===== src/design/tbac_pkg.sv =====
// Constants, types and register map of the Type B card anticollision block
// Operation
// - ACTIVE: stay silent after bad CRC or CID
// - ACTIVE: valid DESELECT moves card to HALT
// - ACTIVE: never answer REQB, WUPB, marker, ATTRIB
// - ACTIVE leaves only on higher-layer command, valid DESELECT or field loss
// - HALT: only WUPB accepted, returns to IDLE; code takes the request's next state, DECLARED for N=1
// - HALT: field loss returns to POWER_OFF
// - Bad identifiers or CRC: discard, no effect
// - N equal one: send ATQB, enter DECLARED
// - N above one: draw R, R=1 sends
// - R above one: probabilistic idles, marker waits
// - Timed slots: 32 guard, 240 slot, 10 quiet
// - Slot R follows slot R-1 directly
// - Extended profile: PARAM b5 selects timed slots
// - Request is prefix, AFI, PARAM, two CRC
// - Request prefix byte equals 05
// - AFI 00 matches all, else application match
// - AFI nibbles: family, sub-family, zero wildcard; code treats only a zero sub-family nibble as wildcard
// - Extended profile: only AFI 00 accepted
// - PARAM b4: REQB or WUPB, HALT needs WUPB
// - PARAM b3..b1 code slot count 1..16
// - Field loss forces POWER_OFF from anywhere
// - Anticollision frames must start with 101
// - DECLARED: ATTRIB with own PUPI enters ACTIVE
// - DECLARED: matching HLTB enters HALT
package tbac_pkg;

    typedef enum logic [2:0] {
        ST_OFF, ST_IDLE, ST_WAIT_MARK, ST_WAIT_SLOT, ST_DECL, ST_ACTIVE, ST_HALT
    } tbac_state_t;

    typedef struct packed {
        logic sof;
        logic valid;
        logic [7:0] data;
        logic eof;
        logic crc_ok;
        logic fmt_ok;
    } tbac_rx_t;

    // ==========================================================
    // Frame coding
    localparam logic [7:0] PFX_REQ = 8'h05;
    localparam logic [3:0] AP_LOW = 4'h5;
    localparam logic [2:0] ANTI_BITS = 3'h5;
    localparam logic [7:0] CMD_ATTRIB = 8'h1D;
    localparam logic [7:0] CMD_HLTB = 8'h50;
    localparam logic [7:0] PCB_DESEL = 8'hC2;
    localparam logic [7:0] PCB_CID_MASK = 8'hF7;
    localparam int PCB_CID_BIT = 3;
    localparam logic [3:0] LEN_REQ = 4'h5;
    localparam logic [3:0] LEN_MARK = 4'h3;
    localparam logic [3:0] LEN_HLTB = 4'h7;
    localparam logic [3:0] LEN_ATTRIB_MIN = 4'hB;
    localparam logic [3:0] LEN_DESEL_MIN = 4'h3;
    localparam logic [3:0] LEN_MAX = 4'hF;
    localparam int FRAME_BYTES = 10;
    localparam int ATTRIB_CID_BYTE = 8;
    localparam int PARAM_WUPB_BIT = 3;
    localparam int PARAM_TIMED_BIT = 4;
    localparam logic [2:0] N_CODE_MAX = 3'h4;

    // ==========================================================
    // Etu timing, counted in etu
    localparam logic [11:0] ETU_GUARD = 12'h020;
    localparam logic [11:0] ETU_SLOT = 12'h0F0;
    localparam logic [11:0] ETU_CLOSE = 12'h00A;
    localparam logic [11:0] ETU_OPEN = ETU_SLOT - ETU_CLOSE;
    localparam logic [11:0] ETU_SAT = 12'hFFF;

    localparam logic [15:0] LFSR_SEED = 16'hACE1;
    localparam logic [15:0] LFSR_TAPS = 16'hB400;

    // ==========================================================
    // Register map
    localparam logic [7:0] REG_CTRL = 8'h00;
    localparam logic [7:0] REG_PUPI = 8'h04;
    localparam logic [7:0] REG_STATUS = 8'h08;
    localparam logic [7:0] REG_HLCMD = 8'h0C;
    localparam int CTRL_EXT_BIT = 0;
    localparam int CTRL_MARK_BIT = 1;
    localparam int CTRL_AFI_LSB = 8;
    localparam int HL_IDLE_BIT = 0;
    localparam int HL_HALT_BIT = 1;
    localparam logic [31:0] CTRL_RST = 32'h0000_0000;
    localparam logic [31:0] PUPI_RST = 32'h0000_0000;

endpackage : tbac_pkg


===== src/design/tbac_card.sv =====
// Card-side Type B anticollision state machine with APB control
module tbac_card (
    input wire logic clk,
    input wire logic arst_n,
    input wire logic psel,
    input wire logic penable,
    input wire logic pwrite,
    input wire logic [7:0] paddr,
    input wire logic [31:0] pwdata,
    output logic [31:0] prdata,
    output logic pready,
    output logic pslverr,
    input wire logic field_on,
    input wire logic etu_clk,
    input wire tbac_pkg::tbac_rx_t rx,
    output logic tx_atqb,
    output logic tx_gate,
    output logic hl_rx_ok,
    output tbac_pkg::tbac_state_t card_state
);
    import tbac_pkg::*;

    // ==========================================================
    // Pin synchronisers
    logic fld_s1_q, fld_s2_q;
    logic etu_s1_q, etu_s2_q, etu_s3_q;
    logic etu_tick;

    always_ff @(posedge clk or negedge arst_n) begin
        if (!arst_n) begin
            fld_s1_q <= 1'b0;
            fld_s2_q <= 1'b0;
            etu_s1_q <= 1'b0;
            etu_s2_q <= 1'b0;
            etu_s3_q <= 1'b0;
        end else begin
            fld_s1_q <= field_on;
            fld_s2_q <= fld_s1_q;
            etu_s1_q <= etu_clk;
            etu_s2_q <= etu_s1_q;
            etu_s3_q <= etu_s2_q;
        end
    end

    assign etu_tick = etu_s2_q & ~etu_s3_q;

    // ==========================================================
    // APB registers
    logic [31:0] ctrl_q, pupi_q, rd_d;
    logic pready_q, pslverr_q, hl_idle_q, hl_halt_q;
    logic [31:0] prdata_q;
    logic apb_acc, apb_done, addr_ok;
    tbac_state_t state_q, state_d;
    logic [3:0] cid_q;

    assign apb_acc = psel & penable;
    assign apb_done = apb_acc & pready_q;
    assign addr_ok = (paddr == REG_CTRL) || (paddr == REG_PUPI) ||
                     (paddr == REG_STATUS) || (paddr == REG_HLCMD);

    always_comb begin
        case (paddr)
            REG_CTRL: rd_d = ctrl_q;
            REG_PUPI: rd_d = pupi_q;
            REG_STATUS: rd_d = {20'h00000, cid_q, 5'h00, 3'(state_q)};
            default: rd_d = 32'h0000_0000;
        endcase
    end

    // One wait state so read data leaves a flop
    always_ff @(posedge clk or negedge arst_n) begin
        if (!arst_n) begin
            pready_q <= 1'b0;
            pslverr_q <= 1'b0;
            prdata_q <= 32'h0000_0000;
        end else begin
            pready_q <= apb_acc & ~pready_q;
            pslverr_q <= apb_acc & ~pready_q & ~addr_ok;
            prdata_q <= (apb_acc & ~pready_q & ~pwrite) ? rd_d : 32'h0000_0000;
        end
    end

    always_ff @(posedge clk or negedge arst_n) begin
        if (!arst_n) begin
            ctrl_q <= CTRL_RST;
            pupi_q <= PUPI_RST;
            hl_idle_q <= 1'b0;
            hl_halt_q <= 1'b0;
        end else begin
            hl_idle_q <= 1'b0;
            hl_halt_q <= 1'b0;
            if (apb_done && pwrite) begin
                if (paddr == REG_CTRL) begin
                    ctrl_q <= pwdata;
                end
                // Identifier may only change in POWER_OFF or IDLE
                if (paddr == REG_PUPI && (state_q == ST_IDLE || state_q == ST_OFF)) begin
                    pupi_q <= pwdata;
                end
                if (paddr == REG_HLCMD) begin
                    hl_idle_q <= pwdata[HL_IDLE_BIT];
                    hl_halt_q <= pwdata[HL_HALT_BIT];
                end
            end
        end
    end

    logic ext_mode, mark_mode;
    logic [7:0] own_afi;
    assign ext_mode = ctrl_q[CTRL_EXT_BIT];
    assign mark_mode = ctrl_q[CTRL_MARK_BIT];
    assign own_afi = ctrl_q[CTRL_AFI_LSB +: 8];

    // ==========================================================
    // Frame capture
    logic [7:0] fr_q [FRAME_BYTES];
    logic [3:0] len_q;
    logic fr_ok;

    always_ff @(posedge clk or negedge arst_n) begin
        if (!arst_n) begin
            len_q <= 4'h0;
            for (int i = 0; i < FRAME_BYTES; i++) begin
                fr_q[i] <= 8'h00;
            end
        end else if (rx.sof) begin
            len_q <= 4'h0;
        end else if (rx.valid) begin
            if (len_q < 4'(FRAME_BYTES)) begin
                fr_q[len_q] <= rx.data;
            end
            if (len_q != LEN_MAX) begin
                len_q <= len_q + 4'h1;
            end
        end
    end

    assign fr_ok = rx.eof & rx.crc_ok & rx.fmt_ok;

    // ==========================================================
    // Random slot draw
    logic [15:0] lfsr_q;
    always_ff @(posedge clk or negedge arst_n) begin
        if (!arst_n) begin
            lfsr_q <= LFSR_SEED;
        end else begin
            lfsr_q <= lfsr_q[0] ? ((lfsr_q >> 1) ^ LFSR_TAPS) : (lfsr_q >> 1);
        end
    end

    // ==========================================================
    // Command decode
    logic anti_ok, req_ok, afi_ok, wupb, timed_req, req_take, mark_hit;
    logic id_match, attrib_hit, hltb_hit, cid_ok, desel, anti_like, hl_frame;
    logic [2:0] n_code;
    logic [3:0] n_mask, slot_d, slot_q;
    logic [7:0] req_afi;
    tbac_state_t req_next;

    always_comb begin
        anti_ok = fr_q[0][2:0] == ANTI_BITS;
        n_code = fr_q[2][2:0];
        req_afi = fr_q[1];
        wupb = fr_q[2][PARAM_WUPB_BIT];
        timed_req = ext_mode & fr_q[2][PARAM_TIMED_BIT];
        req_ok = (len_q == LEN_REQ) && (fr_q[0] == PFX_REQ) && anti_ok &&
                 (n_code <= N_CODE_MAX);
        if (ext_mode) begin
            afi_ok = req_afi == 8'h00;
        end else if (req_afi == 8'h00) begin
            afi_ok = 1'b1;
        end else if (req_afi[3:0] == 4'h0) begin
            afi_ok = own_afi[7:4] == req_afi[7:4];
        end else begin
            afi_ok = own_afi == req_afi;
        end
        case (state_q)
            ST_IDLE, ST_WAIT_MARK, ST_WAIT_SLOT, ST_DECL: req_take = req_ok & afi_ok;
            ST_HALT: req_take = req_ok & afi_ok & wupb;
            default: req_take = 1'b0;
        endcase
        n_mask = 4'((5'h01 << n_code) - 5'h01);
        slot_d = lfsr_q[3:0] & n_mask;
        if (n_code == 3'h0) begin
            req_next = ST_DECL;
        end else if (timed_req) begin
            req_next = ST_WAIT_SLOT;
        end else if (slot_d == 4'h0) begin
            req_next = ST_DECL;
        end else if (mark_mode) begin
            req_next = ST_WAIT_MARK;
        end else begin
            req_next = ST_IDLE;
        end
        mark_hit = mark_mode && (len_q == LEN_MARK) && anti_ok &&
                   (fr_q[0][3:0] == AP_LOW) && (fr_q[0][7:4] == slot_q);
        id_match = {fr_q[1], fr_q[2], fr_q[3], fr_q[4]} == pupi_q;
        attrib_hit = (len_q >= LEN_ATTRIB_MIN) && (fr_q[0] == CMD_ATTRIB) && id_match;
        hltb_hit = (len_q == LEN_HLTB) && (fr_q[0] == CMD_HLTB) && id_match;
        cid_ok = fr_q[0][PCB_CID_BIT] ? (fr_q[1][3:0] == cid_q) : (cid_q == 4'h0);
        desel = ((fr_q[0] & PCB_CID_MASK) == PCB_DESEL) && (len_q >= LEN_DESEL_MIN);
        anti_like = req_ok || (fr_q[0] == CMD_ATTRIB) ||
                    ((len_q == LEN_MARK) && (fr_q[0][3:0] == AP_LOW));
        hl_frame = (state_q == ST_ACTIVE) && fr_ok && cid_ok && !anti_like && !desel;
    end

    // ==========================================================
    // Etu timing
    logic [11:0] etu_cnt_q, start_q, close_q;
    logic slot_due, timed_q, send_d;

    always_ff @(posedge clk or negedge arst_n) begin
        if (!arst_n) begin
            etu_cnt_q <= 12'h000;
        end else if (fr_ok) begin
            etu_cnt_q <= 12'h000;
        end else if (etu_tick && etu_cnt_q != ETU_SAT) begin
            etu_cnt_q <= etu_cnt_q + 12'h001;
        end
    end

    always_ff @(posedge clk or negedge arst_n) begin
        if (!arst_n) begin
            slot_q <= 4'h0;
            start_q <= 12'h000;
            close_q <= 12'h000;
        end else if (fr_ok && req_take) begin
            slot_q <= slot_d;
            start_q <= ETU_GUARD + 12'(ETU_SLOT * {8'h00, slot_d});
            close_q <= ETU_GUARD + 12'(ETU_SLOT * {8'h00, slot_d}) + ETU_OPEN;
        end
    end

    assign slot_due = (state_q == ST_WAIT_SLOT) && (etu_cnt_q == start_q);

    // ==========================================================
    // State machine
    always_comb begin
        state_d = state_q;
        send_d = 1'b0;
        if (!fld_s2_q) begin
            state_d = ST_OFF;
        end else begin
            case (state_q)
                ST_OFF: state_d = ST_IDLE;
                ST_IDLE, ST_WAIT_MARK, ST_WAIT_SLOT, ST_DECL, ST_HALT: begin
                    if (fr_ok && req_take) begin
                        state_d = req_next;
                        send_d = req_next == ST_DECL;
                    end else if (state_q == ST_WAIT_MARK && fr_ok && mark_hit) begin
                        state_d = ST_DECL;
                        send_d = 1'b1;
                    end else if (slot_due && !rx.eof) begin
                        state_d = ST_DECL;
                        send_d = 1'b1;
                    end else if (state_q == ST_DECL && fr_ok && attrib_hit) begin
                        state_d = ST_ACTIVE;
                    end else if (state_q == ST_DECL && fr_ok && hltb_hit) begin
                        state_d = ST_HALT;
                    end
                end
                ST_ACTIVE: begin
                    if (fr_ok && cid_ok && desel) begin
                        state_d = ST_HALT;
                    end else if (hl_idle_q) begin
                        state_d = ST_IDLE;
                    end else if (hl_halt_q) begin
                        state_d = ST_HALT;
                    end
                end
                default: state_d = ST_OFF;
            endcase
        end
    end

    always_ff @(posedge clk or negedge arst_n) begin
        if (!arst_n) begin
            state_q <= ST_OFF;
        end else begin
            state_q <= state_d;
        end
    end

    always_ff @(posedge clk or negedge arst_n) begin
        if (!arst_n) begin
            cid_q <= 4'h0;
        end else if (state_q == ST_DECL && fr_ok && attrib_hit && fld_s2_q) begin
            cid_q <= fr_q[ATTRIB_CID_BYTE][3:0];
        end
    end

    // ==========================================================
    // Transmit control
    logic tx_atqb_q, tx_gate_q, hl_rx_ok_q;

    always_ff @(posedge clk or negedge arst_n) begin
        if (!arst_n) begin
            tx_atqb_q <= 1'b0;
            timed_q <= 1'b0;
            tx_gate_q <= 1'b0;
            hl_rx_ok_q <= 1'b0;
        end else begin
            tx_atqb_q <= send_d;
            hl_rx_ok_q <= hl_frame & fld_s2_q;
            if (send_d || rx.sof) begin
                timed_q <= send_d && state_q == ST_WAIT_SLOT;
            end
            if (!fld_s2_q) begin
                tx_gate_q <= 1'b0;
            end else if (send_d) begin
                tx_gate_q <= 1'b1;
            end else if (rx.sof) begin
                tx_gate_q <= 1'b0;
            end else if (timed_q && etu_cnt_q == close_q) begin
                tx_gate_q <= 1'b0;
            end else if (hl_frame) begin
                tx_gate_q <= 1'b1;
            end else if (rx.eof) begin
                tx_gate_q <= 1'b0;
            end
        end
    end

    assign tx_atqb = tx_atqb_q;
    assign tx_gate = tx_gate_q;
    assign hl_rx_ok = hl_rx_ok_q;
    assign card_state = state_q;
    assign prdata = prdata_q;
    assign pready = pready_q;
    assign pslverr = pslverr_q;

    // ==========================================================
    // Checks
    field_loss_off_a: assert property (@(posedge clk) disable iff (!arst_n)
        !fld_s2_q |=> state_q == ST_OFF) else $error("field loss did not power off");

    halt_field_off_a: assert property (@(posedge clk) disable iff (!arst_n)
        state_q == ST_HALT && !fld_s2_q |=> state_q == ST_OFF)
        else $error("halted card kept state after field loss");

    active_bad_quiet_a: assert property (@(posedge clk) disable iff (!arst_n)
        state_q == ST_ACTIVE && rx.eof && !rx.crc_ok |=> !tx_gate_q && !hl_rx_ok_q)
        else $error("active card answered bad frame");

    deselect_halt_a: assert property (@(posedge clk) disable iff (!arst_n)
        state_q == ST_ACTIVE && fld_s2_q && fr_ok && cid_ok && desel |=> state_q == ST_HALT)
        else $error("deselect did not halt");

    active_no_atqb_a: assert property (@(posedge clk) disable iff (!arst_n)
        state_q == ST_ACTIVE |=> !tx_atqb_q) else $error("ATQB sent while active");

    active_stays_a: assert property (@(posedge clk) disable iff (!arst_n)
        state_q == ST_ACTIVE && fld_s2_q && !hl_idle_q && !hl_halt_q && !(fr_ok && desel)
        |=> state_q == ST_ACTIVE) else $error("active left without command");

    halt_only_wupb_a: assert property (@(posedge clk) disable iff (!arst_n)
        state_q == ST_HALT && fld_s2_q && !(fr_ok && req_ok && wupb)
        |=> state_q == ST_HALT) else $error("halt left without WUPB");

    bad_frame_ignored_a: assert property (@(posedge clk) disable iff (!arst_n)
        rx.eof && !rx.crc_ok && fld_s2_q && state_q != ST_WAIT_SLOT &&
        state_q != ST_OFF && !hl_idle_q && !hl_halt_q
        |=> $stable(state_q) && !tx_atqb_q) else $error("bad frame had effect");

    single_slot_a: assert property (@(posedge clk) disable iff (!arst_n)
        fr_ok && fld_s2_q && req_take && n_code == 3'h0
        |=> tx_atqb_q && state_q == ST_DECL) else $error("N=1 request not answered");

    quiet_guard_a: assert property (@(posedge clk) disable iff (!arst_n)
        timed_q && etu_cnt_q > close_q && !tx_atqb_q |-> !tx_gate_q)
        else $error("subcarrier allowed in closing guard");

    slot_start_a: assert property (@(posedge clk) disable iff (!arst_n)
        slot_due && fld_s2_q && !rx.eof |=> tx_atqb_q && state_q == ST_DECL)
        else $error("timed slot missed");

    ext_afi_a: assert property (@(posedge clk) disable iff (!arst_n)
        ext_mode && fld_s2_q && state_q inside {ST_IDLE, ST_DECL} && fr_ok && req_ok &&
        req_afi != 8'h00 |=> $stable(state_q) && !tx_atqb_q) else $error("nonzero AFI accepted");

endmodule : tbac_card


===== config.mk =====
export PLATFORM = sky130hd
export DESIGN_NAME = tbac_card
export DESIGN_NICKNAME = d
export VERILOG_FILES = /design/src/design/tbac_pkg.sv /design/src/design/tbac_card.sv
export SDC_FILE = /design/constraint.sdc
export NUM_CORES = 1
export LEC_CHECK = 0
export BUFFER_PORTS_ARGS = -buffer_cell sky130_fd_sc_hd__buf_4
export CAP_MARGIN = 20
export CORE_AREA = 2 2 156 158
export CTS_CLUSTER_DIAMETER = 40
export DETAILED_ROUTE_END_ITERATION = 8
export DIE_AREA = 0 0 158 160
export MAX_ROUTING_LAYER = met4
export PLACE_DENSITY_LB_ADDON = 0.12
export SYNTH_ARGS = -nofsm -noshare
export SYNTH_HDL_FRONTEND = slang
export SYNTH_SLANG_ARGS = --single-unit

===== constraint.sdc =====
create_clock -name clk -period 4.5 [get_ports clk]
set_input_delay 0.45 -clock clk [delete_from_list [all_inputs] [get_ports clk]]
set_output_delay 0.45 -clock clk [all_outputs]
set_load 0.02 [all_outputs]

==> results.sh <==
export IMPL_slew_viol_final=0
export IMPL_p_sw_mw=1.43
export IMPL_synth_cells=815
export IMPL_setup_tns_ns=0
export IMPL_placed_cell_area_mm2=0.0109
export IMPL_tightest_slew_ns=0.994
export IMPL_worst_slack_ns=0.698
export IMPL_grt_max_degree=102
export IMPL_ff_latch_area_mm2=0.00527
export IMPL_wl_per_cell_um=17.5
export IMPL_p_per_area_mw_per_mm2=470
export IMPL_switching_share_pct=24.9
export IMPL_crit_arrival_ns=4.18
export IMPL_ir_drop_v=0.000257
export IMPL_start_kind="flip-flop"
export IMPL_die_area_mm2=0.0253
export IMPL_clk_path_buf_depth=3
export IMPL_power_frac_seq_pct=38.4
export IMPL_setup_worst_path_class="reg -> reg"
export IMPL_ys_ff_latch=210
export IMPL_layout_commonest_cell="dfrtp_1"
export IMPL_ctsResizeCount=0
export IMPL_root_buffer="clkbuf_16"
export IMPL_grt_pass1_vias=6548
export IMPL_worstPathMaxFanout=7
export IMPL_ant_nets=0
export IMPL_layout_common_cells="dfrtp_1 (202), mux2_2 (120), buf_4 (102)"
export IMPL_routabilityCongestion=0.845
export IMPL_cts_sinks=210
export IMPL_yosys_warnings=0
export IMPL_fin_area_mm2=0.0122
export IMPL_start_util_pct=41.1
export IMPL_max_slew_margin_pct=33.7
export IMPL_max_freq_mhz=263
export IMPL_diodes=0
export IMPL_grt_pass1_wl_um=36200
export IMPL_hpwl_um=15600
export IMPL_p_leak_nw=5.91
export IMPL_viasPerCell=5.04
export IMPL_antenna_found_initial=0
export IMPL_core_mm2=0.0238
export IMPL_nets=1008
export IMPL_num_vias=6420
export IMPL_p_int_mw=4.30
export IMPL_syn_nets=899
export IMPL_track_usage_pct=18.9
export IMPL_rsz0062_at_grt="false"
export IMPL_synthFlopType="dfrtp_1"
export IMPL_hold_path_class="in -> async"
export IMPL_p_comb_share_pct=10.6
export IMPL_clkTransAtPathRegs_ns=0.06
export IMPL_ys_seq_area_share_pct=53.8
export IMPL_drtPass1Iterations=5
export IMPL_outcome="finished, final reports clean"
export IMPL_synth_distinct_cells=59
export IMPL_cts_tree="done"
export IMPL_max_cap_viol_count=0
export IMPL_fin_crit_ns=3.80
export IMPL_fill_cells=2154
export IMPL_area_growth_pct=24.3
export IMPL_clock_latency_ns=0.50
export IMPL_drtIter0Drc=302
export IMPL_final_setup_viol_count=0
export IMPL_p_clk_share_pct=51.0
export IMPL_cts_buffers=34
export IMPL_synth_edff_count=0
export IMPL_final_core_util_pct=51.1
export IMPL_crit_path_end_kind="flip-flop"
export IMPL_core_rowCount=57
export IMPL_drive_gt1_share_pct=31.6
export IMPL_drt_wl_total_um=22300
export IMPL_skew_ns=0.0117
export IMPL_ios=100
export IMPL_port_buffers=99
export IMPL_async_flop_share_pct=100
export IMPL_worstPathRequired_ns=4.88
export IMPL_hold_buffers=0
export IMPL_cts_max_level=2
export IMPL_final_hold_viol_count=0
export IMPL_syn_area_per_cell_um2=12.0
export IMPL_fp_dieW_um=158
export IMPL_syn_area_mm2=0.00979
export IMPL_pre_cts_ws_ns=0.692
export IMPL_drc=0
export IMPL_grt_overflow=0
export IMPL_fin_crit_sh_pct=84.5
export IMPL_post_cts_setup_buffers=0
export IMPL_multi_input_area_mm2=0.00432
export IMPL_fp_dieH_um=160
-- metal layers --
| metal | global-route usage [%] | share of wire, % | vias to the layer above |
|---|---|---|---|
| met5 | - | 0 | - |
| met4 | 5.49 | 1.9 | 0 |
| met3 | 3.50 | 4.9 | 37 |
| li1 | - | - | 3054 |
| met1 | 27.4 | 50 | 3188 |
| met2 | 27.1 | 44 | 141 |
-- through the flow --
| step | power, mW | hold WS [ns] | instances |
|---|---|---|---|
| 5_1_grt | 5.97 | 0.0543 | 1274 |
| 3_5_place_dp | 2.85 | 0.335 | 1212 |
| 6_report | 5.72 | 0.0431 | 1274 |
| 3_3_place_gp | 2.84 | 0.332 | 1212 |
| 4_1_cts | 5.79 | 0.0502 | 1274 |
| 2_1_floorplan | 2.59 | 0.154 | 815 |
-- kinds of logic (layout without fill, tap and decap cells) --
family | after synthesis | count (layout) | synth area share (%)
XOR/XNOR | 89 | 89 | 7.96
adder cells (fa/ha/maj) | 24 | 24 | 3.37
buffers and inverters | 52 | 187 | 2.16
AND/OR/NAND/NOR | 226 | 226 | 11.3
multiplexers | 153 | 153 | 17.2
flip-flops | 210 | 210 | 53.8
AO/OA/AOI/OAI | 61 | 61 | 4.22
-- power groups by stage --
stage               combinational [mW]  clock, mW  sequential [mW]
detailed placement               0.615          0             2.23
CTS                              0.616       2.97             2.20
global route                     0.677       3.06             2.23
floorplan                        0.438          0             2.16
finish                           0.606       2.92             2.20
global placement                 0.610          0             2.23
-- worst paths after layout --
check / start / endpoint / slack (ns) / cells after the start
worst max-delay path: fr_q[57]$_DFFE_PN0P_ / close_q[11]$_DFFE_PN0P_ / 0.70 / 12
worst min-delay path: arst_n / ctrl_q[25]$_DFFE_PN0P_ / 0.04 / 1
worst max register to register: fr_q[57]$_DFFE_PN0P_ / close_q[11]$_DFFE_PN0P_ / 0.70 / 12
worst min register to register: lfsr_q[4]$_DFF_PN0_ / lfsr_q[3]$_DFF_PN0_ / 0.35 / 0
max in group asynchronous: arst_n / ctrl_q[15]$_DFFE_PN0P_ / 3.48 / 2
min in group clk: field_on / fld_s1_q$_DFF_PN0_ / 0.07 / 1
-- sequential cells by signal, indices dropped and copies added, names as in the netlist, 3 cells and up --
signal and flops:
card_state 3, cid_q 4, close_q 7, ctrl_q 32, etu_cnt_q 12, fr_q 36, len_q 4, lfsr_q 16
prdata 32, pupi_q 32, req_afi 8, slot_q 4, start_q 7
-- Yosys cell counts, types with 3 or more instances --
library cell | instances | area (um^2)
xor2_1 | 29 | 254
nand4_1 | 18 | 113
nor3_1 | 10 | 50.1
or3_1 | 5 | 31.3
nand2_1 | 41 | 154
mux2i_1 | 32 | 320
nor4_1 | 6 | 37.5
and3_1 | 3 | 18.8
a21oi_1 | 18 | 90.1
nor2_1 | 79 | 297
xnor2_1 | 60 | 526
nor3b_1 | 5 | 37.5
nand2b_1 | 6 | 37.5
buf_1 | 3 | 11.3
dfrtp_1 | 202 | 5050
and4_1 | 3 | 26.3
inv_1 | 21 | 78.8
a21o_1 | 4 | 30.0
dfstp_2 | 8 | 210
fa_1 | 4 | 80.1
mux2_2 | 120 | 1350
ha_1 | 20 | 250
clkbuf_1 | 22 | 82.6
nor2b_1 | 8 | 50.1
o21ai_0 | 16 | 80.1
and2_1 | 8 | 50.1
nand3_1 | 24 | 120
-- layout make-up --
class	count	share of cell area, %
Sequential cell	210	43.3
Clock buffer	42	8.09
Multi-Input combinational cell	553	35.5
Timing Repair Buffer	104	6.57
Clock inverter	20	2.60
Inverter	21	0.648
Tap cell	324	3.33
-- critical path, stage by stage (launching register included) --
cell and delay [ns]:
dfrtp_1 0.45, a21o_1 0.20, nand2_1 0.21, fa_1 0.46
inv_1 0.11, fa_1 0.47, fa_1 0.66, nand3_1 0.15
xnor2_1 0.33, a21oi_1 0.08, o211ai_1 0.21, xnor2_1 0.08
mux2_2 0.26
Power figures use the tool's default switching activity.
